File: config.mk
export PLATFORM = sky130hd
export DESIGN_NAME = sxc_setup
export DESIGN_NICKNAME = d
export VERILOG_FILES = /design/src/core/sxc_pkg.sv /design/src/core/sxc_setup.sv
export VERILOG_INCLUDE_DIRS = /design/src /design/src/core
export SDC_FILE = /design/constraint.sdc
export NUM_CORES = 1
export LEC_CHECK = 0
export ABC_CLOCK_PERIOD_IN_PS = 1700
export BUFFER_PORTS_ARGS = -buffer_cell sky130_fd_sc_hd__buf_4
export CORE_MARGIN = 4
export CORE_UTILIZATION = 45
export DETAILED_ROUTE_END_ITERATION = 8
export PLACE_DENSITY = 0.83
export SKIP_LAST_GASP = 1
export SLEW_MARGIN = 5
export SYNTH_ARGS = -nofsm -noshare
export SYNTH_HDL_FRONTEND = slang
export SYNTH_SLANG_ARGS = --single-unit
File: constraint.sdc
create_clock -name i_clock -period 1.7 [get_ports i_clock]
set_input_delay 0 -clock i_clock [delete_from_list [all_inputs] [get_ports i_clock]]
set_output_delay 0 -clock i_clock [all_outputs]
set_load 0.1 [all_outputs]
File: src/core/sxc_cfg.svh
// Offsets, field positions, reset values and timing counts of the ID and transfer setup bank.
// Assumes a plain byte-wide register port and one 50 MHz clock.
`ifndef SXC_CFG_SVH
`define SXC_CFG_SVH
`define SXC_OFS_XFER       8'h05
`define SXC_OFS_DEST       8'h06
`define SXC_OFS_OWN        8'h04
`define SXC_OFS_CTL3       8'h03
`define SXC_OFS_STAT       8'h08
`define SXC_XFER_RST       8'h00
`define SXC_OWN_RST        8'h00
`define SXC_DEST_RST       4'h0
`define SXC_CTL3_RST       3'h0
`define SXC_BIT_RESEL      6
`define SXC_BIT_SEL        5
`define SXC_PERIOD_BASE    4'h4
`define SXC_RECV_PERIOD    4'h4
`define SXC_MAX_OFFSET     4'h8
`endif

File: src/core/sxc_pkg.sv
// Types shared by the ID and transfer setup bank.
// Assumes sxc_cfg.svh is on the include path.
package sxc_pkg;
	typedef struct packed {
		logic [7:0] addr;
		logic [7:0] wdata;
		logic       wr;
		logic       rd;
	} sxc_bus_req_t;

	typedef struct packed {
		logic       sel_seen;
		logic       resel_seen;
		logic [3:0] bus_id;
	} sxc_sel_event_t;

	typedef enum logic [1:0] {
		SXC_PH_DATA_OUT,
		SXC_PH_DATA_IN,
		SXC_PH_OTHER
	} sxc_phase_t;

	typedef enum logic {
		SXC_ROLE_INITIATOR,
		SXC_ROLE_TARGET
	} sxc_role_t;
endpackage : sxc_pkg

File: src/core/sxc_setup.sv
// ID, arbitration priority and synchronous transfer setup registers with strobe dividers.
// Assumes a single-cycle register port, synchronous inputs and one 50 MHz clock.
//
// Notes on behaviour
// - Reselection enable answers reselection at response ID
// - Reselection never changes configured role
// - Selection enable answers selection at response ID
// - Selection never changes configured role
// - Own ID held and driven in arbitration
// - Priority order seven down to eight
// - Send period equals code plus four
// - Send strobe rate clock over divisor, period
// - Receive rate clock over divisor, four
// - Table indirect load replaces period and offset
// - Offset zero async, one to eight, rest reserved
// - Sync settings only in data phases
// - Destination ID feeds selection and reselection
// - Script instruction writes destination ID
// - Clock divisor code selects one to four
`include "sxc_cfg.svh"
module sxc_setup
(
	input  wire logic                   i_clock,
	input  wire logic                   i_rstn,
	input  wire sxc_pkg::sxc_bus_req_t  i_bus,
	output logic [7:0]                  o_rdata,
	input  wire logic                   i_tbl_load,
	input  wire logic [7:0]             i_tbl_xfer,
	input  wire logic                   i_script_dest_wr,
	input  wire logic [3:0]             i_script_dest_id,
	input  wire logic [3:0]             i_response_id,
	input  wire sxc_pkg::sxc_sel_event_t i_sel_event,
	input  wire sxc_pkg::sxc_phase_t    i_phase,
	input  wire logic                   i_role_target,
	input  wire logic [3:0]             i_arb_peer_id,
	output logic                        o_sel_respond,
	output logic                        o_resel_respond,
	output logic                        o_role_target,
	output logic [3:0]                  o_arb_id,
	output logic [3:0]                  o_dest_id,
	output logic                        o_arb_win,
	output logic                        o_sync_mode,
	output logic [3:0]                  o_sync_offset,
	output logic                        o_send_strobe,
	output logic                        o_recv_strobe
);
	import sxc_pkg::*;

	logic [7:0] xfer_q;
	logic [7:0] own_q;
	logic [3:0] dest_q;
	logic [2:0] scf_q;
	logic [3:0] send_cnt_q;
	logic [3:0] recv_cnt_q;
	logic [2:0] pre_cnt_q;
	logic       half_q;
	logic       pre_tick;
	logic [3:0] period;
	logic       data_phase;
	logic       offset_ok;
	logic       wr_xfer;

	////////////////////////////////////////////////////////////////////////
	// Priority rank: 7..0 map to 15..8, 15..8 map to 7..0
	function automatic logic [3:0] sxc_rank(input logic [3:0] id);
		sxc_rank = {~id[3], id[2:0]};
	endfunction : sxc_rank

	////////////////////////////////////////////////////////////////////////
	// Register writes
	assign wr_xfer = i_bus.wr && (i_bus.addr == `SXC_OFS_XFER);

	always_ff @(posedge i_clock or negedge i_rstn)
	begin
		if (!i_rstn)
			xfer_q <= `SXC_XFER_RST;
		else if (i_tbl_load)
			xfer_q <= {i_tbl_xfer[7:5], 1'b0, i_tbl_xfer[3:0]};
		else if (wr_xfer)
			xfer_q <= {i_bus.wdata[7:5], 1'b0, i_bus.wdata[3:0]};
	end

	always_ff @(posedge i_clock or negedge i_rstn)
	begin
		if (!i_rstn)
			own_q <= `SXC_OWN_RST;
		else if (i_bus.wr && (i_bus.addr == `SXC_OFS_OWN))
			own_q <= {1'b0, i_bus.wdata[6:5], 1'b0, i_bus.wdata[3:0]};
	end

	always_ff @(posedge i_clock or negedge i_rstn)
	begin
		if (!i_rstn)
			dest_q <= `SXC_DEST_RST;
		else if (i_script_dest_wr)
			dest_q <= i_script_dest_id;
		else if (i_bus.wr && (i_bus.addr == `SXC_OFS_DEST))
			dest_q <= i_bus.wdata[3:0];
	end

	always_ff @(posedge i_clock or negedge i_rstn)
	begin
		if (!i_rstn)
			scf_q <= `SXC_CTL3_RST;
		else if (i_bus.wr && (i_bus.addr == `SXC_OFS_CTL3))
			scf_q <= i_bus.wdata[6:4];
	end

	////////////////////////////////////////////////////////////////////////
	// Read port, data one cycle after strobe
	always_ff @(posedge i_clock or negedge i_rstn)
	begin
		if (!i_rstn)
			o_rdata <= 8'h00;
		else if (i_bus.rd)
		begin
			case (i_bus.addr)
				`SXC_OFS_XFER: o_rdata <= xfer_q;
				`SXC_OFS_DEST: o_rdata <= {4'h0, dest_q};
				`SXC_OFS_OWN:  o_rdata <= own_q;
				`SXC_OFS_CTL3: o_rdata <= {1'b0, scf_q, 4'h0};
				`SXC_OFS_STAT: o_rdata <= {5'h00, o_send_strobe, o_sync_mode, o_arb_win};
				default:       o_rdata <= 8'h00;
			endcase
		end
		else
			o_rdata <= 8'h00;
	end

	////////////////////////////////////////////////////////////////////////
	// Selection and arbitration
	always_ff @(posedge i_clock or negedge i_rstn)
	begin
		if (!i_rstn)
		begin
			o_sel_respond   <= 1'b0;
			o_resel_respond <= 1'b0;
		end
		else
		begin
			o_resel_respond <= own_q[`SXC_BIT_RESEL] && i_sel_event.resel_seen
				&& (i_sel_event.bus_id == i_response_id);
			o_sel_respond   <= own_q[`SXC_BIT_SEL] && i_sel_event.sel_seen
				&& (i_sel_event.bus_id == i_response_id);
		end
	end

	// Role follows only its configuration input
	always_ff @(posedge i_clock or negedge i_rstn)
	begin
		if (!i_rstn)
			o_role_target <= 1'b0;
		else
			o_role_target <= i_role_target;
	end

	always_ff @(posedge i_clock or negedge i_rstn)
	begin
		if (!i_rstn)
		begin
			o_arb_id  <= 4'h0;
			o_dest_id <= 4'h0;
			o_arb_win <= 1'b0;
		end
		else
		begin
			o_arb_id  <= own_q[3:0];
			o_dest_id <= dest_q;
			o_arb_win <= sxc_rank(own_q[3:0]) >= sxc_rank(i_arb_peer_id);
		end
	end

	////////////////////////////////////////////////////////////////////////
	// Offset and mode
	assign data_phase = (i_phase == SXC_PH_DATA_IN) || (i_phase == SXC_PH_DATA_OUT);
	assign offset_ok  = (xfer_q[3:0] <= `SXC_MAX_OFFSET);

	always_ff @(posedge i_clock or negedge i_rstn)
	begin
		if (!i_rstn)
		begin
			o_sync_mode   <= 1'b0;
			o_sync_offset <= 4'h0;
		end
		else
		begin
			o_sync_mode   <= data_phase && offset_ok && (xfer_q[3:0] != 4'h0);
			o_sync_offset <= (data_phase && offset_ok) ? xfer_q[3:0] : 4'h0;
		end
	end

	////////////////////////////////////////////////////////////////////////
	// Prescaler: divisor 1, 1.5, 2, 3, 4; 1.5 alternates 1 and 2
	always_comb
	begin
		case (scf_q)
			3'h1: pre_tick = 1'b1;
			3'h2: pre_tick = half_q ? (pre_cnt_q == 3'h1) : 1'b1;
			3'h3: pre_tick = (pre_cnt_q == 3'h1);
			3'h0, 3'h4: pre_tick = (pre_cnt_q == 3'h2);
			3'h5: pre_tick = (pre_cnt_q == 3'h3);
			default: pre_tick = 1'b0;
		endcase
	end

	always_ff @(posedge i_clock or negedge i_rstn)
	begin
		if (!i_rstn)
		begin
			pre_cnt_q <= 3'h0;
			half_q    <= 1'b0;
		end
		else if (pre_tick)
		begin
			pre_cnt_q <= 3'h0;
			half_q    <= ~half_q;
		end
		else
			pre_cnt_q <= pre_cnt_q + 3'h1;
	end

	////////////////////////////////////////////////////////////////////////
	// Send and receive strobe dividers
	assign period = {1'b0, xfer_q[7:5]} + `SXC_PERIOD_BASE;

	always_ff @(posedge i_clock or negedge i_rstn)
	begin
		if (!i_rstn)
		begin
			send_cnt_q    <= 4'h0;
			o_send_strobe <= 1'b0;
		end
		else if (!o_sync_mode || wr_xfer)
		begin
			send_cnt_q    <= 4'h0;
			o_send_strobe <= 1'b0;
		end
		else if (pre_tick)
		begin
			o_send_strobe <= (send_cnt_q == period - 4'h1);
			send_cnt_q    <= (send_cnt_q == period - 4'h1) ? 4'h0 : send_cnt_q + 4'h1;
		end
		else
			o_send_strobe <= 1'b0;
	end

	always_ff @(posedge i_clock or negedge i_rstn)
	begin
		if (!i_rstn)
		begin
			recv_cnt_q    <= 4'h0;
			o_recv_strobe <= 1'b0;
		end
		else if (!o_sync_mode)
		begin
			recv_cnt_q    <= 4'h0;
			o_recv_strobe <= 1'b0;
		end
		else if (pre_tick)
		begin
			o_recv_strobe <= (recv_cnt_q == `SXC_RECV_PERIOD - 4'h1);
			recv_cnt_q    <= (recv_cnt_q == `SXC_RECV_PERIOD - 4'h1) ? 4'h0 : recv_cnt_q + 4'h1;
		end
		else
			o_recv_strobe <= 1'b0;
	end

	////////////////////////////////////////////////////////////////////////
	// Checks
	AST_RESEL_GATE: assert property (@(posedge i_clock) disable iff (!i_rstn)
		o_resel_respond |-> $past(own_q[`SXC_BIT_RESEL]))
		else $error("reselect answered while disabled");
	AST_SEL_GATE: assert property (@(posedge i_clock) disable iff (!i_rstn)
		o_sel_respond |-> $past(own_q[`SXC_BIT_SEL]) && $past(i_sel_event.sel_seen))
		else $error("select answered while disabled");
	AST_ROLE_HOLD: assert property (@(posedge i_clock) disable iff (!i_rstn)
		$past(i_rstn) |-> o_role_target == $past(i_role_target))
		else $error("role changed on its own");
	AST_ARB_ID: assert property (@(posedge i_clock) disable iff (!i_rstn)
		(i_bus.wr && i_bus.addr == `SXC_OFS_OWN) |-> ##2 o_arb_id == $past(i_bus.wdata[3:0], 2))
		else $error("arbitration id not from own id");
	AST_RANK: assert property (@(posedge i_clock) disable iff (!i_rstn)
		(own_q[3:0] == 4'h7) |=> o_arb_win)
		else $error("id seven lost arbitration");
	AST_TBL_LOAD: assert property (@(posedge i_clock) disable iff (!i_rstn)
		i_tbl_load |=> xfer_q[3:0] == $past(i_tbl_xfer[3:0]) && xfer_q[7:5] == $past(i_tbl_xfer[7:5]))
		else $error("table load not applied");
	AST_ASYNC_PHASE: assert property (@(posedge i_clock) disable iff (!i_rstn)
		(i_phase == SXC_PH_OTHER) |=> !o_sync_mode && o_sync_offset == 4'h0)
		else $error("sync outside data phase");
	AST_RESERVED_OFS: assert property (@(posedge i_clock) disable iff (!i_rstn)
		(xfer_q[3:0] > `SXC_MAX_OFFSET) |=> !o_sync_mode)
		else $error("reserved offset used");
	AST_SEND_GAP: assert property (@(posedge i_clock) disable iff (!i_rstn)
		(o_send_strobe && o_sync_mode && scf_q == 3'h1 && xfer_q[7:5] == 3'h0 && !wr_xfer)
		##1 (o_sync_mode && scf_q == 3'h1 && xfer_q[7:5] == 3'h0 && !wr_xfer)[*3]
		|=> o_send_strobe)
		else $error("send period not four");
	AST_RECV_GAP: assert property (@(posedge i_clock) disable iff (!i_rstn)
		(o_recv_strobe && scf_q == 3'h1) |=> !o_recv_strobe)
		else $error("receive strobe too close");
	AST_RECV_PERIOD: assert property (@(posedge i_clock) disable iff (!i_rstn)
		(o_recv_strobe && o_sync_mode && scf_q == 3'h1) ##1 (o_sync_mode && scf_q == 3'h1)[*3]
		|=> o_recv_strobe)
		else $error("receive period not four");
	AST_DEST_SCRIPT: assert property (@(posedge i_clock) disable iff (!i_rstn)
		i_script_dest_wr |=> dest_q == $past(i_script_dest_id))
		else $error("script destination not stored");
	AST_DEST_BUS: assert property (@(posedge i_clock) disable iff (!i_rstn)
		(i_bus.wr && i_bus.addr == `SXC_OFS_DEST && !i_script_dest_wr) |=> dest_q == $past(i_bus.wdata[3:0]))
		else $error("destination write lost");
	AST_DEST_OUT: assert property (@(posedge i_clock) disable iff (!i_rstn)
		o_dest_id == $past(dest_q))
		else $error("destination id output stale");
	AST_XFER_READ: assert property (@(posedge i_clock) disable iff (!i_rstn)
		(i_bus.rd && i_bus.addr == `SXC_OFS_XFER) |=> o_rdata == $past(xfer_q))
		else $error("transfer setup read wrong");
	AST_OWN_RSVD: assert property (@(posedge i_clock) disable iff (!i_rstn)
		(i_bus.rd && i_bus.addr == `SXC_OFS_OWN) |=> !o_rdata[7] && !o_rdata[4])
		else $error("reserved own id bits set");
	AST_CTL3_WRITE: assert property (@(posedge i_clock) disable iff (!i_rstn)
		(i_bus.wr && i_bus.addr == `SXC_OFS_CTL3) |=> scf_q == $past(i_bus.wdata[6:4]))
		else $error("clock divisor write lost");
	AST_PRESCALE_FOUR: assert property (@(posedge i_clock) disable iff (!i_rstn)
		(pre_tick && scf_q == 3'h5) ##1 (scf_q == 3'h5)[*4] |-> pre_tick)
		else $error("divide by four tick missing");
	AST_RANK_LOW: assert property (@(posedge i_clock) disable iff (!i_rstn)
		(own_q[3:0] == 4'h8 && i_arb_peer_id != 4'h8) |=> !o_arb_win)
		else $error("id eight won arbitration");
	AST_SYNC_OFFSET: assert property (@(posedge i_clock) disable iff (!i_rstn)
		(data_phase && xfer_q[3:0] <= `SXC_MAX_OFFSET) |=> o_sync_offset == $past(xfer_q[3:0]))
		else $error("sync offset not applied");
	AST_SEND_OFF: assert property (@(posedge i_clock) disable iff (!i_rstn)
		!o_sync_mode |=> !o_send_strobe)
		else $error("send strobe outside sync mode");
	AST_RECV_OFF: assert property (@(posedge i_clock) disable iff (!i_rstn)
		!o_sync_mode |=> !o_recv_strobe)
		else $error("receive strobe outside sync mode");
	AST_SEL_ROLE: assert property (@(posedge i_clock) disable iff (!i_rstn)
		(i_sel_event.sel_seen && !i_role_target) |=> !o_role_target)
		else $error("selection switched role");
	AST_RESEL_ROLE: assert property (@(posedge i_clock) disable iff (!i_rstn)
		(i_sel_event.resel_seen && i_role_target) |=> o_role_target)
		else $error("reselection switched role");
	AST_RESEL_OTHER: assert property (@(posedge i_clock) disable iff (!i_rstn)
		(i_sel_event.resel_seen && i_sel_event.bus_id != i_response_id) |=> !o_resel_respond)
		else $error("reselect answered at other id");
	AST_SEL_OTHER: assert property (@(posedge i_clock) disable iff (!i_rstn)
		(i_sel_event.sel_seen && i_sel_event.bus_id != i_response_id) |=> !o_sel_respond)
		else $error("select answered at other id");
endmodule : sxc_setup

**Word level (Yosys, flattened, before mapping)**

Index checks and enable logic that the tools add are counted.

- Bits in registers: 60
- Bits of input ports: 51
- Output and inout port bits: 27
- Word-level logic and storage cells: 87

- $add $sub $neg: 5
- $lt $le $gt $ge: 2
- Equal/unequal tests: 18
- Muxes and demuxes: 20
- Bitwise operators: 3
- Reduce and logical (&&, ||, !) cells: 20

Operator list:

| cell | number |
|---|---|
| 8-bit case mux with 5 select lines | 1 |
| 4-bit 2-to-1 mux | 9 |
| 8-bit by 3-bit == test with 1-bit output (second input constant) | 3 |
| 8-bit 2-to-1 mux | 3 |
| 3-bit by 2-bit == test with 1-bit output (second input constant) | 4 |
| 1-bit logical AND | 10 |
| 4-bit by 1-bit adder with 4-bit output (second input constant) | 2 |
| 4-bit == test | 2 |
| 8-bit by 2-bit == test with 1-bit output (second input constant) | 1 |
| 8-bit by 4-bit == test with 1-bit output (second input constant) | 1 |
| 3-bit by 1-bit == test with 1-bit output (second input constant) | 2 |
| 3-bit == test (second input constant) | 2 |
| 2-bit nonzero test | 3 |
| 1-bit 2-to-1 mux | 5 |
| 1-bit case mux with 5 select lines | 1 |
| 3-bit by 3-bit adder with 4-bit output (second input constant) | 1 |
| 4-bit by 2-bit == test with 1-bit output (second input constant) | 1 |
| 4-bit greater-or-equal comparator | 1 |
| 4-bit less-or-equal comparator (second input constant) | 1 |
| 4-bit nonzero test | 1 |
| 4-bit by 1-bit subtractor with 4-bit output (second input constant) | 1 |
| 3-bit by 1-bit adder with 3-bit output (second input constant) | 1 |
| 3-bit logical NOT | 1 |
| 3-bit 2-to-1 mux | 1 |
| other kinds (7) | 10 |

**Logic depth before layout (Yosys ltp)**

Gate-level depths: netlist of run 1.

- Depth after elaboration: 6
- Depth in mapped cells: 8
- Depth with buffers taken out: 7

**Worst setup path after synthesis of run 1**

No wires, ideal clock.

- Path type: flip-flop to flip-flop
- From: register xfer_q[5]
- To: register send_cnt_q[2]
- Setup time: 85 ps
- Arrival: 1542 ps
- Required time: 1615 ps
- Slack: 73 ps
- Cell stages (with the launch flop): 8
- Buffers on the path: 0
- Clock period less this slack: 1627 ps
- Cells stage by stage: dfrtp_1 -> inv_1 -> ha_1 -> xnor2_1 -> o211a_1 -> o211ai_1 -> nand4b_1 -> a31oi_1

- Longest elaborated chain between the ends: 6

RTL lines:

| what | line | RTL |
|---|---|---|
| start: declaration | sxc_setup.sv:49 | `logic [7:0] xfer_q;` |
| start signal: assignment | sxc_setup.sv:76 | `` xfer_q <= `SXC_XFER_RST; `` |
| start signal: assignment | sxc_setup.sv:78 | `xfer_q <= {i_tbl_xfer[7:5], 1'b0, i_tbl_xfer[3:0]};` |
| start signal: assignment | sxc_setup.sv:80 | `xfer_q <= {i_bus.wdata[7:5], 1'b0, i_bus.wdata[3:0]};` |
| 3-bit by 3-bit adder with 4-bit output (no line) | n/a |  |
| 4-bit by 1-bit subtractor with 4-bit output | sxc_setup.sv:241 | `send_cnt_q <= (send_cnt_q == period - 4'h1) ? 4'h0 : send_cnt_q + 4'h1;` |
| 4-bit == test | sxc_setup.sv:241 |  |
| 4-bit 2-to-1 mux | sxc_setup.sv:241 |  |
| 4-bit 2-to-1 mux | sxc_setup.sv:238 | `else if (pre_tick)` |
| 4-bit 2-to-1 mux | sxc_setup.sv:233 | `else if (!o_sync_mode \|\| wr_xfer)` |
| end signal: assignment | sxc_setup.sv:241 |  |
| end: declaration | sxc_setup.sv:53 | `logic [3:0] send_cnt_q;` |

No other way between the ends. The select of a mux whose other input is x is not followed.
A chain may end at the register's enable or synchronous reset.

**Worst setup path after layout of run 1**

- From: register pre_cnt_q[1]
- To: register recv_cnt_q[2]

- Longest elaborated chain between the ends: 4
- Elaborated cells between the ends (all ways): 6
- Classes of those cells: eq/ne: 4; mux: 2

RTL lines:

| what | line | RTL |
|---|---|---|
| start: declaration | sxc_setup.sv:55 | `logic [2:0] pre_cnt_q;` |
| start signal: assignment | sxc_setup.sv:219 | `pre_cnt_q <= pre_cnt_q + 3'h1;` |
| 3-bit by 1-bit == test with 1-bit output | sxc_setup.sv:198, sxc_setup.sv:199 |  |
| 1-bit 2-to-1 mux | sxc_setup.sv:198 | `3'h2: pre_tick = half_q ? (pre_cnt_q == 3'h1) : 1'b1;` |
| 1-bit case mux with 5 select lines (*) | sxc_setup.sv:196 | `case (scf_q)` |
| 2-bit by 1-bit inequality test with 1-bit output (no line) (*) | n/a |  |
| end signal: assignment | sxc_setup.sv:262 | `` recv_cnt_q <= (recv_cnt_q == `SXC_RECV_PERIOD - 4'h1) ? 4'h0 : recv_cnt_q + 4'h1; `` |
| end: declaration | sxc_setup.sv:54 | `logic [3:0] recv_cnt_q;` |

Mark *: on every way between the ends. The rest lies on a longest branch, timed or not.

==> results.tsv, run 1 <==
stage	metric	value	unit
critical_path	Setup crit end kind	register	
route	vias per std cell	5.333	
global_routing	met1 usage	24.72	%
hold_path	hold path depth	2	
critical_path	CP startpoint kind	register	
finish	FF+latch area	0.001479	mm2
floorplan	Die H	85.57	um
floorplan	Die W	85.57	um
global_routing	initial antenna violation count	0	
clocking	Max clock buf depth	2	
floorplan	I/O pins	78	
global_routing	vias in the first global route	2498	
critical_path	Arrival @ worst endpoint	1.96	ns
hold_path	hold crit path type	in2reg	
global_routing	grt met2 use	34.32	%
sta	skew final	0.009299	ns
power	Total Power	3.616	mW
critical_path	R2R cell count	7	
synth	Ys Warns	0	
placement	RD Place Congestion	0.8551	
route	Remaining DRCs	0	
placement	placed cells	391	
clocking	total CTS buffers	9	
power	Static Leak	1.950	nW
finish	layout cell share with drive strength beyond 1	33.60	%
finish	non-filler instance count after layout	447	
status	outcome	finished with violations	
clocking	clk sinks	59	
hold_path	Hold Path Sink	xfer_q[1]	
synth	post-synth net total	301	
sta	setup TNS	0	ns
synth	Yosys cell types	49	
placement	PortBufs	75	
sta	Hold Slack	-0.02876	ns
sta	final worst path period need	1.696	ns
hold_path	worst hold path startpoint	i_tbl_load	
power	PD cells	902.3	mW/mm2
finish	Multi-input gate area	0.001229	mm2
route	First DRT Iteration DRCs	115	
floorplan	CORE AREA	0.005675	mm2
synth	dominant synthesized flop cell	dfrtp_1	
global_routing	gr busiest metal	met2	
route	drt total wl	7145	um
finish	# fillers	414	
critical_path	RR Startpoint	pre_cnt_q[1]	
floorplan	row count	27	
clocking	clock slew at reported path FFs	0.06	ns
synth	#FFs+latches synth	59	
finish	n_diodes	0	
finish	fin util	70.61	%
clocking	H-tree Lvls	3	
global_routing	largest net degree at the start of global routing	60	
sta	fin worst setup slack	0.004297	ns
critical_path	Reg2Reg Setup Slack	0.004	ns
sta	Achievable Freq	0.5897	GHz
placement	hpwl dp	4908	um
route	mean routed wirelength per cell	15.98	um
floorplan	Die ar.	0.007322	mm2
route	vias	2384	
sta	Worst Tran Pin Value	0.7118	ns
sta	# setup viols final	0	
synth	cells after synthesis	241	
clocking	CTS tree	done	
run	max cap viols	0	
global_routing	first-pass GRT wire length	11560	um
critical_path	CP Data Required Time	1.96	ns
global_routing	met3 Use GR	3.650	%
synth	sequential share of the synthesized area	54.53	%
synth	Post-synth EDFFs	0	
critical_path	worst-path fanout max	3	
sta	RSZ-0062 raised after global routing	yes	
route	ANT nets after route	0	
clocking	clock root buffer	clkbuf_8	
sta	Pins Over Slew Limit	0	
synth	mean post-synth cell area	11.23	um2
clocking	Clock Latency Late Sink	0.34	ns
floorplan	Initial Util	47.71	%
sta	final hold vios	4	
global_routing	gr usage total	20.11	%
synth	Post-Syn Area	0.002708	mm2
finish	Layout Nets	431	
synth	async set-reset flop share out of synthesis	100.0	%
sta	Slew HR	52.55	%
global_routing	GRT overflow	0	
critical_path	CP Class	reg2reg	
status	failing checks	hold timing	
critical_path	worst r2r dst	recv_cnt_q[2]	
power	peak supply drop	0.4509	mV
finish	Layout Area Growth over Synthesis	48.01	%
route	Detailed Routing Iterations Pass 1	5	
sta	fin crit share	99.75	%
placement	Place WS	-0.01998	ns
[Yosys cell counts (3+ instances only)]
cell type | count | area (um2)
xnor2_1 | 4 | 35.03
nor2_1 | 21 | 78.83
and2_1 | 4 | 25.02
nand3_1 | 5 | 25.02
nand2b_1 | 4 | 25.02
mux2i_1 | 11 | 110.1
a32o_1 | 3 | 30.03
mux2_2 | 9 | 101.4
nand2_1 | 24 | 90.09
o21ai_0 | 9 | 45.04
and3_1 | 4 | 25.02
xor2_1 | 8 | 70.07
o21ai_1 | 5 | 25.02
nor4_1 | 4 | 25.02
ha_1 | 9 | 112.6
nor3_1 | 4 | 20.02
inv_1 | 7 | 26.28
nor2b_1 | 3 | 18.77
dfrtp_1 | 59 | 1476
a222oi_1 | 3 | 30.03
a21oi_1 | 4 | 20.02
[flip-flops by register name, indices dropped and copies added (netlist names)]
name and count:
o_sync_offset 4, o_rdata 8, o_send_strobe 1, send_cnt_q 4
pre_cnt_q 3, o_sel_respond 1, xfer_q 7, dest_q 4
own_q 6, o_role_target 1, scf_q 3, o_sync_mode 1
half_q 1, recv_cnt_q 4, o_dest_id 4, o_arb_id 4
o_recv_strobe 1, o_resel_respond 1, o_arb_win 1
[layout by cell type, fill, tap and decap left out, drive strengths merged, types with 3 or more instances in the layout]
cell type    netlist  layout
a32o               3       3
a222oi             3       3
nor3               4       4
clkinv             0       3
mux2i             11      11
and2               4       4
xor2               8       8
o21ai             14      14
xnor2              4       4
a21boi             3       3
mux2               9       9
nor2              22      22
and3               4       4
nand3              5       5
clkbuf             1      12
nor4               4       4
ha                 9       9
dfrtp             59      59
dlygate4sd3        0      37
nand2b             4       4
buf                4      87
a21oi              4       4
nor2b              3       3
inv                7       7
nand2             25      25
[final cells by class]
type | instances | share of cell area [%]
clock buffers | 12 | 3.622
clock inverters | 3 | 0.3746
inverters | 7 | 0.6556
multi-input cells | 170 | 30.66
flip-flops and latches | 59 | 36.90
well taps | 72 | 2.248
repair buffers | 124 | 25.54
[where the power goes]
| group | internal [mW] | switching (mW) | leakage, nW | total (mW) |
|---|---|---|---|---|
| registers | 1.53 | 0.119 | 0.777 | 1.64 |
| clock network | 0.553 | 0.519 | 0.0860 | 1.07 |
| logic | 0.386 | 0.513 | 1.09 | 0.899 |
| total | 2.46 | 1.15 | 1.95 | 3.62 |
[through the flow]
step / hold WS, ns / area (um2)
global placement: 0.09889 / 3396
finish: -0.02876 / 4008
global route: 0.01453 / 4008
floorplan: -0.2956 / 2708
detailed placement: 0.09876 / 3396
CTS: 0.001894 / 3984
[worst max path at each step]
stage | start | end | slack (ns) | depth (start not counted)
global placement | pre_cnt_q[1] | recv_cnt_q[2] | 0.06 | 7
detailed placement | pre_cnt_q[1] | recv_cnt_q[2] | -0.02 | 7
global route | xfer_q[5] | send_cnt_q[3] | -0.07 | 8
finish | pre_cnt_q[1] | recv_cnt_q[2] | 0.004 | 7
CTS | scf_q[0] | recv_cnt_q[2] | 0.02 | 5
floorplan | xfer_q[5] | send_cnt_q[2] | 0.07 | 7
[repair_timing]
| item | in CTS | in global routing |
|---|---|---|
| hold endpoints to repair | 90 | 0 |
| setup endpoints to repair | 1 | 13 |
| buffers inserted | 1 | 3 |
| pin swaps | 1 | 8 |
| resized for setup | 0 | 12 |
| hold buffers | 42 | 0 |
[worst max-delay path: stages (launching register included)]
cell and delay, ns:
dfrtp_1 0.39, inv_2 0.08, ha_4 0.11, nand2b_1 0.06, a311oi_2 0.36, o21ai_2 0.11
or3b_1 0.37, a21boi_1 0.15
[cell families (layout without fill, tap and decap cells)]
group,Yosys count,after routing,share of synthesized area (%)
compound gates,41,41,10.81
xor+xnor,12,12,3.882
fa+ha+maj,9,9,4.159
buf+inv,12,146,1.895
flops,59,59,54.53
mux,20,20,7.810
simple gates,88,88,16.91
[routing by layer]
layer	vias up	share of wire (%)
li1	1121	-
met1	1149	41
met2	98	50
met3	16	6.9
met4	0	2.1
met5	-	0
(Power assumes the default switching activity.)
==> run 2, diff against run 1 <==
--- a/config.mk
+++ b/config.mk
@@ -6,12 +6,12 @@
 export SDC_FILE = /design/constraint.sdc
 export NUM_CORES = 1
 export LEC_CHECK = 0
-export ABC_CLOCK_PERIOD_IN_PS = 1700
+export ABC_CLOCK_PERIOD_IN_PS = 1650
 export BUFFER_PORTS_ARGS = -buffer_cell sky130_fd_sc_hd__buf_4
 export CORE_MARGIN = 4
 export CORE_UTILIZATION = 45
 export DETAILED_ROUTE_END_ITERATION = 8
-export PLACE_DENSITY = 0.83
+export PLACE_DENSITY = 0.74
 export SKIP_LAST_GASP = 1
 export SLEW_MARGIN = 5
 export SYNTH_ARGS = -nofsm -noshare
==> constraint.sdc (replaced) <==
create_clock -name i_clock -period 1.65 [get_ports i_clock]
set_input_delay 0 -clock i_clock [delete_from_list [all_inputs] [get_ports i_clock]]
set_output_delay 0 -clock i_clock [all_outputs]
set_load 0.02 [all_outputs]
==> run 2 against run 1 <==
Effect of this change:
- final area up 2.4%
- worst setup slack worse by 0.067 ns
- combinational power down 3.3%
- count of clock-buffer cells in the layout down 2
- clock skew up 0.00095 ns
- global-route usage up 0.36 points
- sequential power up 4%
- cell count up 1.1%
- critical path depth unchanged
- fmax down 0.99%
- the flow finishes with violations (hold timing, setup timing)
- total power up 9.1%
==> results.tsv, run 2 (synthesis results as in run 1) <==
stage	metric	value	unit	change
run	max cap viols	0		unchanged
global_routing	vias in the first global route	2435		was 2498
status	failing checks	hold timing, setup timing		was hold timing
global_routing	initial antenna violation count	0		unchanged
placement	Place WS	-0.05656	ns	was -0.01998 ns
route	Remaining DRCs	0		unchanged
critical_path	cell family with the largest share of critical-path delay	compound AO/OA/AOI/OAI gates		unchanged
sta	Hold Slack	-0.04148	ns	was -0.02876 ns
finish	most frequent cells in the layout	buf_4, dfrtp_1, dlygate4sd3_1		unchanged
route	vias	2351		was 2384
floorplan	Die W	85.57	um	unchanged
finish	largest registers	o_rdata (8), xfer_q (7), own_q (6)		unchanged
critical_path	slowest cell delay on critical path	0.39	ns	about the same
placement	RD Place Congestion	0.7913		was 0.8551
finish	Layout Nets	435		was 431
critical_path	CP Cell Sequence	inv_2 > ha_4 > nand2b_1 > a311oi_2 > o21ai_1 > or3b_1 > a21boi_2		was inv_2 > ha_4 > nand2b_1 > a311oi_2 > o21ai_2 > or3b_1 > a21boi_1
power	Static Leak	2.006	nW	was 1.950 nW
sta	RSZ-0062 raised after global routing	yes		unchanged
finish	Top reg by flops	o_rdata		unchanged
floorplan	Die ar.	0.007322	mm2	unchanged
clocking	clock slew at reported path FFs	0.06	ns	about the same
critical_path	worst-path fanout max	3		unchanged
route	mean routed wirelength per cell	15.52	um	was 15.98 um
critical_path	CP Data Required Time	1.91	ns	was 1.96 ns
clocking	Max clock buf depth	2		unchanged
sta	# setup viols final	2		was 0
critical_path	Arrival @ worst endpoint	1.98	ns	was 1.96 ns
critical_path	CP startpoint kind	register		unchanged
sta	fin crit share	103.8	%	was 99.75%
global_routing	first-pass GRT wire length	11630	um	was 11560 um
power	Total Power	3.947	mW	was 3.616 mW
hold_path	hold crit path type	in2reg		unchanged
sta	final hold vios	2		was 4
power	peak supply drop	0.6240	mV	was 0.4509 mV
route	First DRT Iteration DRCs	234		was 115
sta	Achievable Freq	0.5839	GHz	was 0.5897 GHz
global_routing	gr usage total	20.47	%	was 20.11%
sta	final worst path period need	1.713	ns	was 1.696 ns
floorplan	row count	27		unchanged
placement	PortBufs	75		unchanged
clocking	H-tree Lvls	3		unchanged
finish	layout cell share with drive strength beyond 1	35.00	%	was 33.60%
route	vias per std cell	5.201		was 5.333
critical_path	Setup crit end kind	register		unchanged
sta	Worst Tran Pin Value	0.7148	ns	was 0.7118 ns
finish	commonest non-fill, non-tap cell in the layout	buf_4		unchanged
global_routing	largest net degree at the start of global routing	60		unchanged
clocking	Clock Latency Late Sink	0.33	ns	was 0.34 ns
floorplan	Initial Util	47.71	%	unchanged
floorplan	Die H	85.57	um	unchanged
clocking	CTS tree	done		unchanged
sta	fin worst setup slack	-0.06272	ns	was 0.004297 ns
hold_path	hold path depth	2		unchanged
placement	Area after DPL	0.003411	mm2	was 0.003396 mm2
power	PD cells	962.0	mW/mm2	was 902.3 mW/mm2
sta	Slew HR	52.35	%	was 52.55%
route	drt total wl	7015	um	was 7145 um
critical_path	Crit-path slowest cell	dfrtp_1		unchanged
finish	n_diodes	0		unchanged
route	ANT nets after route	0		unchanged
clocking	clock root buffer	clkbuf_8		unchanged
route	Detailed Routing Iterations Pass 1	4		was 5
sta	Pins Over Slew Limit	0		unchanged
floorplan	CORE AREA	0.005675	mm2	unchanged
sta	setup TNS	-0.08545	ns	was 0 ns
status	outcome	finished with violations		unchanged
clocking	total CTS buffers	9		unchanged
floorplan	I/O pins	78		unchanged
critical_path	Worst Path Buf+Inv	1		unchanged
finish	Largest register FFs	8		unchanged
critical_path	CP Class	reg2reg		unchanged
critical_path	R2R cell count	7		unchanged
critical_path	WP depth	7		unchanged
clocking	clk sinks	59		unchanged
finish	Layout Area Growth over Synthesis	51.52	%	was 48.01%
placement	hpwl dp	4665	um	was 4908 um
finish	post-route design area	0.004103	mm2	was 0.004008 mm2
global_routing	GRT overflow	0		unchanged
sta	skew final	0.01024	ns	was 0.009299 ns
## run 2: metal layers
metal / up-vias / routed length (um) / GRT usage, %
met4: 0 / 133 / 9.209
li1: 1131 / - / -
met2: 88 / 3461 / 33.62
met5: - / 0 / 0
met1: 1118 / 2885 / 26.23
met3: 14 / 534 / 4.035
## run 2: power breakdown
part	internal, mW	switching [mW]
Clock	0.839	0.541
Sequential	1.57	0.127
Combinational	0.455	0.414
## run 2: area by class of cell
class	count	area (um2)
well taps	72	90.09
clock buffers	10	127.6
repair buffers	128	1057
inverters	7	26.28
flip-flops and latches	59	1478
fillers	422	1573
clock inverters	6	80.08
multi-input cells	170	1244
## run 2: path summary, 6_finish.rpt
path                         startpoint       endpoint  slack [ns]
min in group asynchronous        i_rstn    o_arb_id[3]        0.25
max reg2reg                pre_cnt_q[1]  recv_cnt_q[2]       -0.06
max                        pre_cnt_q[1]  recv_cnt_q[2]       -0.06
min                          i_tbl_load      xfer_q[7]       -0.04
min reg2reg                    own_q[3]    o_arb_id[3]        0.41
max in group asynchronous        i_rstn   pre_cnt_q[0]        0.87
## run 2: repair_timing
item	in CTS	in global routing
setup endpoints to repair	4	12
endpoints found under the hold margin	90	0
buffers inserted	5	1
cloned	0	0
hold buffers	39	0
gates resized for setup	2	14
pin swaps	1	8
## run 2: stage by stage
step / std cells / util [%]
after detailed placement: 393 / 60.10
after CTS: 453 / 71.54
after global placement: 393 / 60.10
final: 452 / 72.29
after global routing: 452 / 72.29
after floorplan: 241 / -
==> run 3, diff against run 2 <==
--- a/config.mk
+++ b/config.mk
@@ -6,12 +6,13 @@
 export SDC_FILE = /design/constraint.sdc
 export NUM_CORES = 1
 export LEC_CHECK = 0
+export ABC_AREA = 1
 export ABC_CLOCK_PERIOD_IN_PS = 1650
-export BUFFER_PORTS_ARGS = -buffer_cell sky130_fd_sc_hd__buf_4
+export BUFFER_PORTS_ARGS = -buffer_cell sky130_fd_sc_hd__buf_2
 export CORE_MARGIN = 4
 export CORE_UTILIZATION = 45
 export DETAILED_ROUTE_END_ITERATION = 8
-export PLACE_DENSITY = 0.74
+export PLACE_DENSITY = 0.73
 export SKIP_LAST_GASP = 1
 export SLEW_MARGIN = 5
 export SYNTH_ARGS = -nofsm -noshare
==> run 3 against run 2 <==
Effect of this change:
- area after synthesis is 7.3% higher
- total power is 7.4% lower
- the run now ends clean
- sequential share of layout area is 1.8 points higher
- via count is 9.4% higher
- combinational power is 19% lower
- flip-flop and latch count stayed put
- global-route usage is 0.49 points lower
==> results.tsv, run 3 <==
stage	metric	value	unit	change
status	outcome	finished clean		was finished with violations
global_routing	initial antenna violation count	0		unchanged
critical_path	slowest cell delay on critical path	0.43	ns	was 0.39 ns
route	vias	2573		was 2351
sta	Hold Slack	0.01975	ns	was -0.04148 ns
sta	Slew HR	77.91	%	was 52.35%
critical_path	CP startpoint kind	register		unchanged
critical_path	cell family with the largest share of critical-path delay	simple AND/OR/NAND/NOR gates		was compound AO/OA/AOI/OAI gates
critical_path	Arrival @ worst endpoint	1.74	ns	was 1.98 ns
critical_path	WP depth	8		was 7
clocking	Max clock buf depth	2		unchanged
clocking	clock slew at reported path FFs	0.06	ns	about the same
route	ANT nets after route	0		unchanged
synth	ranking of synthesized cells by instance count	nand2_1, dfrtp_1, inv_1, nor2_1, nand3_1		was dfrtp_1, nand2_1, nor2_1, mux2i_1
synth	Ys Warns	0		unchanged
finish	Layout Nets	502		was 435
synth	sequential share of the synthesized area	50.80	%	was 54.53%
global_routing	vias in the first global route	2624		was 2435
sta	Achievable Freq	0.6716	GHz	was 0.5839 GHz
sta	# setup viols final	0		was 2
finish	commonest non-fill, non-tap cell in the layout	buf_2		was buf_4
placement	Area after DPL	0.003371	mm2	was 0.003411 mm2
sta	final worst path period need	1.489	ns	was 1.713 ns
floorplan	Die W	88.37	um	was 85.57 um
hold_path	hold path depth	3		was 2
critical_path	worst-path fanout max	9		was 3
route	Remaining DRCs	0		unchanged
critical_path	CP Cell Sequence	ha_1 > nand3b_1 > nand2_1 > nand2_1 > nand2_2 > nor2_1 > nand2_1 > o21ai_0		was inv_2 > ha_4 > nand2b_1 > a311oi_2 > o21ai_1 > or3b_1 > a21boi_2
sta	Pins Over Slew Limit	0		unchanged
floorplan	Die H	88.37	um	was 85.57 um
global_routing	gr busiest metal	met2		unchanged
power	Static Leak	2.079	nW	was 2.006 nW
sta	RSZ-0062 raised after global routing	no		was yes
sta	final hold vios	0		was 2
synth	mean post-synth cell area	8.971	um2	was 11.23 um2
floorplan	Initial Util	46.04	%	was 47.71%
clocking	Post-CTS Resized	0		was 2
finish	Largest register FFs	8		unchanged
synth	cells after synthesis	324		was 241
synth	Post-synth EDFFs	0		unchanged
critical_path	CP Class	reg2reg		unchanged
route	Detailed Routing Iterations Pass 1	4		unchanged
global_routing	largest net degree at the start of global routing	51		was 60
critical_path	R2R cell count	8		was 7
global_routing	met1 usage	25.86	%	was 26.23%
global_routing	grt met2 use	32.29	%	was 33.62%
power	sequential power share	45.9	%	was 43.0%
sta	setup TNS	0	ns	was -0.08545 ns
placement	RD Place Congestion	0.8339		was 0.7913
clocking	total CTS buffers	9		unchanged
critical_path	Setup crit end kind	register		unchanged
sta	Worst Tran Pin Value	0.3306	ns	was 0.7148 ns
global_routing	first-pass GRT wire length	11970	um	was 11630 um
finish	non-filler instance count after layout	524		was 452
run	max cap viols	0		unchanged
clocking	clock root buffer	clkbuf_8		unchanged
finish	n_diodes	0		unchanged
placement	hpwl dp	4930	um	was 4665 um
power	peak supply drop	0.5694	mV	was 0.6240 mV
clocking	CTS tree	done		unchanged
floorplan	CORE AREA	0.006314	mm2	was 0.005675 mm2
clocking	Clock Latency Late Sink	0.34	ns	was 0.33 ns
placement	placed cells	474		was 393
route	First DRT Iteration DRCs	108		was 234
finish	# fillers	539		was 422
synth	Post-Syn Area	0.002907	mm2	was 0.002708 mm2
global_routing	gr usage total	19.98	%	was 20.47%
critical_path	Worst Path Buf+Inv	0		was 1
synth	share of the synthesized area in the top cell type	50.80	%	was 54.53%
global_routing	GRT overflow	0		unchanged
finish	Top reg by flops	o_rdata		unchanged
sta	skew final	0.006719	ns	was 0.01024 ns
critical_path	Crit-path slowest cell	dfrtp_1		unchanged
power	combinational share of power	19.2	%	was 22.0%
floorplan	row count	29		was 27
synth	Area contributors post-synth	dfrtp_1, nand2_1, inv_1		was dfrtp_1, ha_1, mux2i_1
power	PD cells	935.9	mW/mm2	was 962.0 mW/mm2
synth	post-synth net total	384		was 301
clocking	clk sinks	59		unchanged
floorplan	Die ar.	0.007808	mm2	was 0.007322 mm2
sta	fin crit share	90.24	%	was 103.8%
global_routing	met3 Use GR	5.214	%	was 4.035%
synth	#FFs+latches synth	59		unchanged
finish	post-route design area	0.003905	mm2	was 0.004103 mm2
finish	fin util	61.85	%	was 72.29%
power	Internal	2.609	mW	was 2.866 mW
route	vias per std cell	4.910		was 5.201
critical_path	CP most frequent cell	nand2_1		
finish	Layout Area Growth over Synthesis	34.35	%	was 51.52%
power	Psw	1.045	mW	was 1.081 mW
hold_path	hold crit path type	in2reg		unchanged
finish	most frequent cells in the layout	buf_2, nand2_1, dfrtp_1		was buf_4, dfrtp_1, dlygate4sd3_1
power	Clk pwr share	34.9	%	was 35.0%
route	drt total wl	6870	um	was 7015 um
finish	layout cell share with drive strength beyond 1	26.85	%	was 35.00%
finish	largest registers	o_rdata (8), xfer_q (7), own_q (6)		unchanged
placement	PortBufs	75		unchanged
clocking	H-tree Lvls	3		unchanged
route	mean routed wirelength per cell	13.11	um	was 15.52 um
synth	async set-reset flop share out of synthesis	100.0	%	unchanged
power	Sw Ratio	28.61	%	was 27.39%
floorplan	I/O pins	78		unchanged
synth	cell taking the most area after synthesis	dfrtp_1		unchanged
synth	cell with the most instances after synthesis	nand2_1		was dfrtp_1
synth	Yosys cell types	33		was 49
synth	dominant synthesized flop cell	dfrtp_1		unchanged
critical_path	CP Data Required Time	1.90	ns	was 1.91 ns
-- run 3: cell types whose count changed in the layout (fill, tap and decap cells not counted), moves of 11 or more --
cell	previous run	this run
buf_4	90	1
buf_2	0	75
nand2_1	23	68
inv_1	6	38
nand3_1	5	26
mux2i_1	11	0
nor2_1	20	31
-- run 3: cell families (layout without fill, tap and decap cells) --
logic type      count (synthesis)  in the layout  synth area share, %
simple gates                  158            158                26.60
flops                          59             59                50.80
compound gates                 40             40                8.653
fa+ha+maj                       9              9                3.874
buf+inv                        47            170                6.758
xor+xnor                       11             11                3.315
-- run 3: final timing paths --
path / startpoint / end / slack (ns)
worst max-delay path: pre_cnt_q[0] / recv_cnt_q[3] / 0.16
min in group asynchronous: i_rstn / pre_cnt_q[2] / 0.06
max in group asynchronous: i_rstn / send_cnt_q[1] / 1.05
worst min register to register: own_q[3] / o_arb_id[3] / 0.39
worst max register to register: pre_cnt_q[0] / recv_cnt_q[3] / 0.16
worst min-delay path: i_phase[1] / o_sync_offset[2] / 0.02
-- run 3: power by group through the flow --
| stage | sequential [mW] | clock (mW) | combinational, mW |
|---|---|---|---|
| after global placement | 1.70 | 0 | 0.614 |
| final | 1.68 | 1.28 | 0.702 |
| after CTS | 1.68 | 1.31 | 0.710 |
| after global routing | 1.70 | 1.39 | 0.810 |
| after detailed placement | 1.70 | 0 | 0.636 |
| after floorplan | 1.71 | 0 | 0.392 |
-- run 3: through the flow --
stage | worst slack, ns | total power [mW]
after floorplan | 0.3432 | 2.105
after global placement | 0.2317 | 2.310
after detailed placement | 0.1776 | 2.334
after CTS | 0.02243 | 3.701
after global routing | 0.03903 | 3.899
final | 0.1611 | 3.655
-- run 3: per-layer routing --
layer	routed length [um]	share of wire, %	vias up
met2	3216	47	104
li1	-	-	1285
met1	2999	44	1165
met3	486	7.1	19
met5	0	0	-
met4	169	2.5	0
-- run 3: cell type report --
cell class	count	area, um2	area share, %
Inverter	43	161.4	4.133
Tap cell	77	96.34	2.467
Multi-Input combinational cell	218	1234	31.59
Clock buffer	11	141.4	3.621
Timing Repair Buffer	111	743.2	19.03
Clock inverter	5	52.55	1.346
Sequential cell	59	1476	37.81
-- run 3: timing repair --
item | in CTS | in global routing
endpoints found under the hold margin | 86 | 0
buffers inserted | 0 | 0
endpoints found under the setup margin | 0 | 2
hold buffers | 36 | 0
-- run 3: tightest hold or removal path, stage by stage --
cell      delay, ns
buf_2          0.08
o21bai_1       0.18
nor2_1         0.06
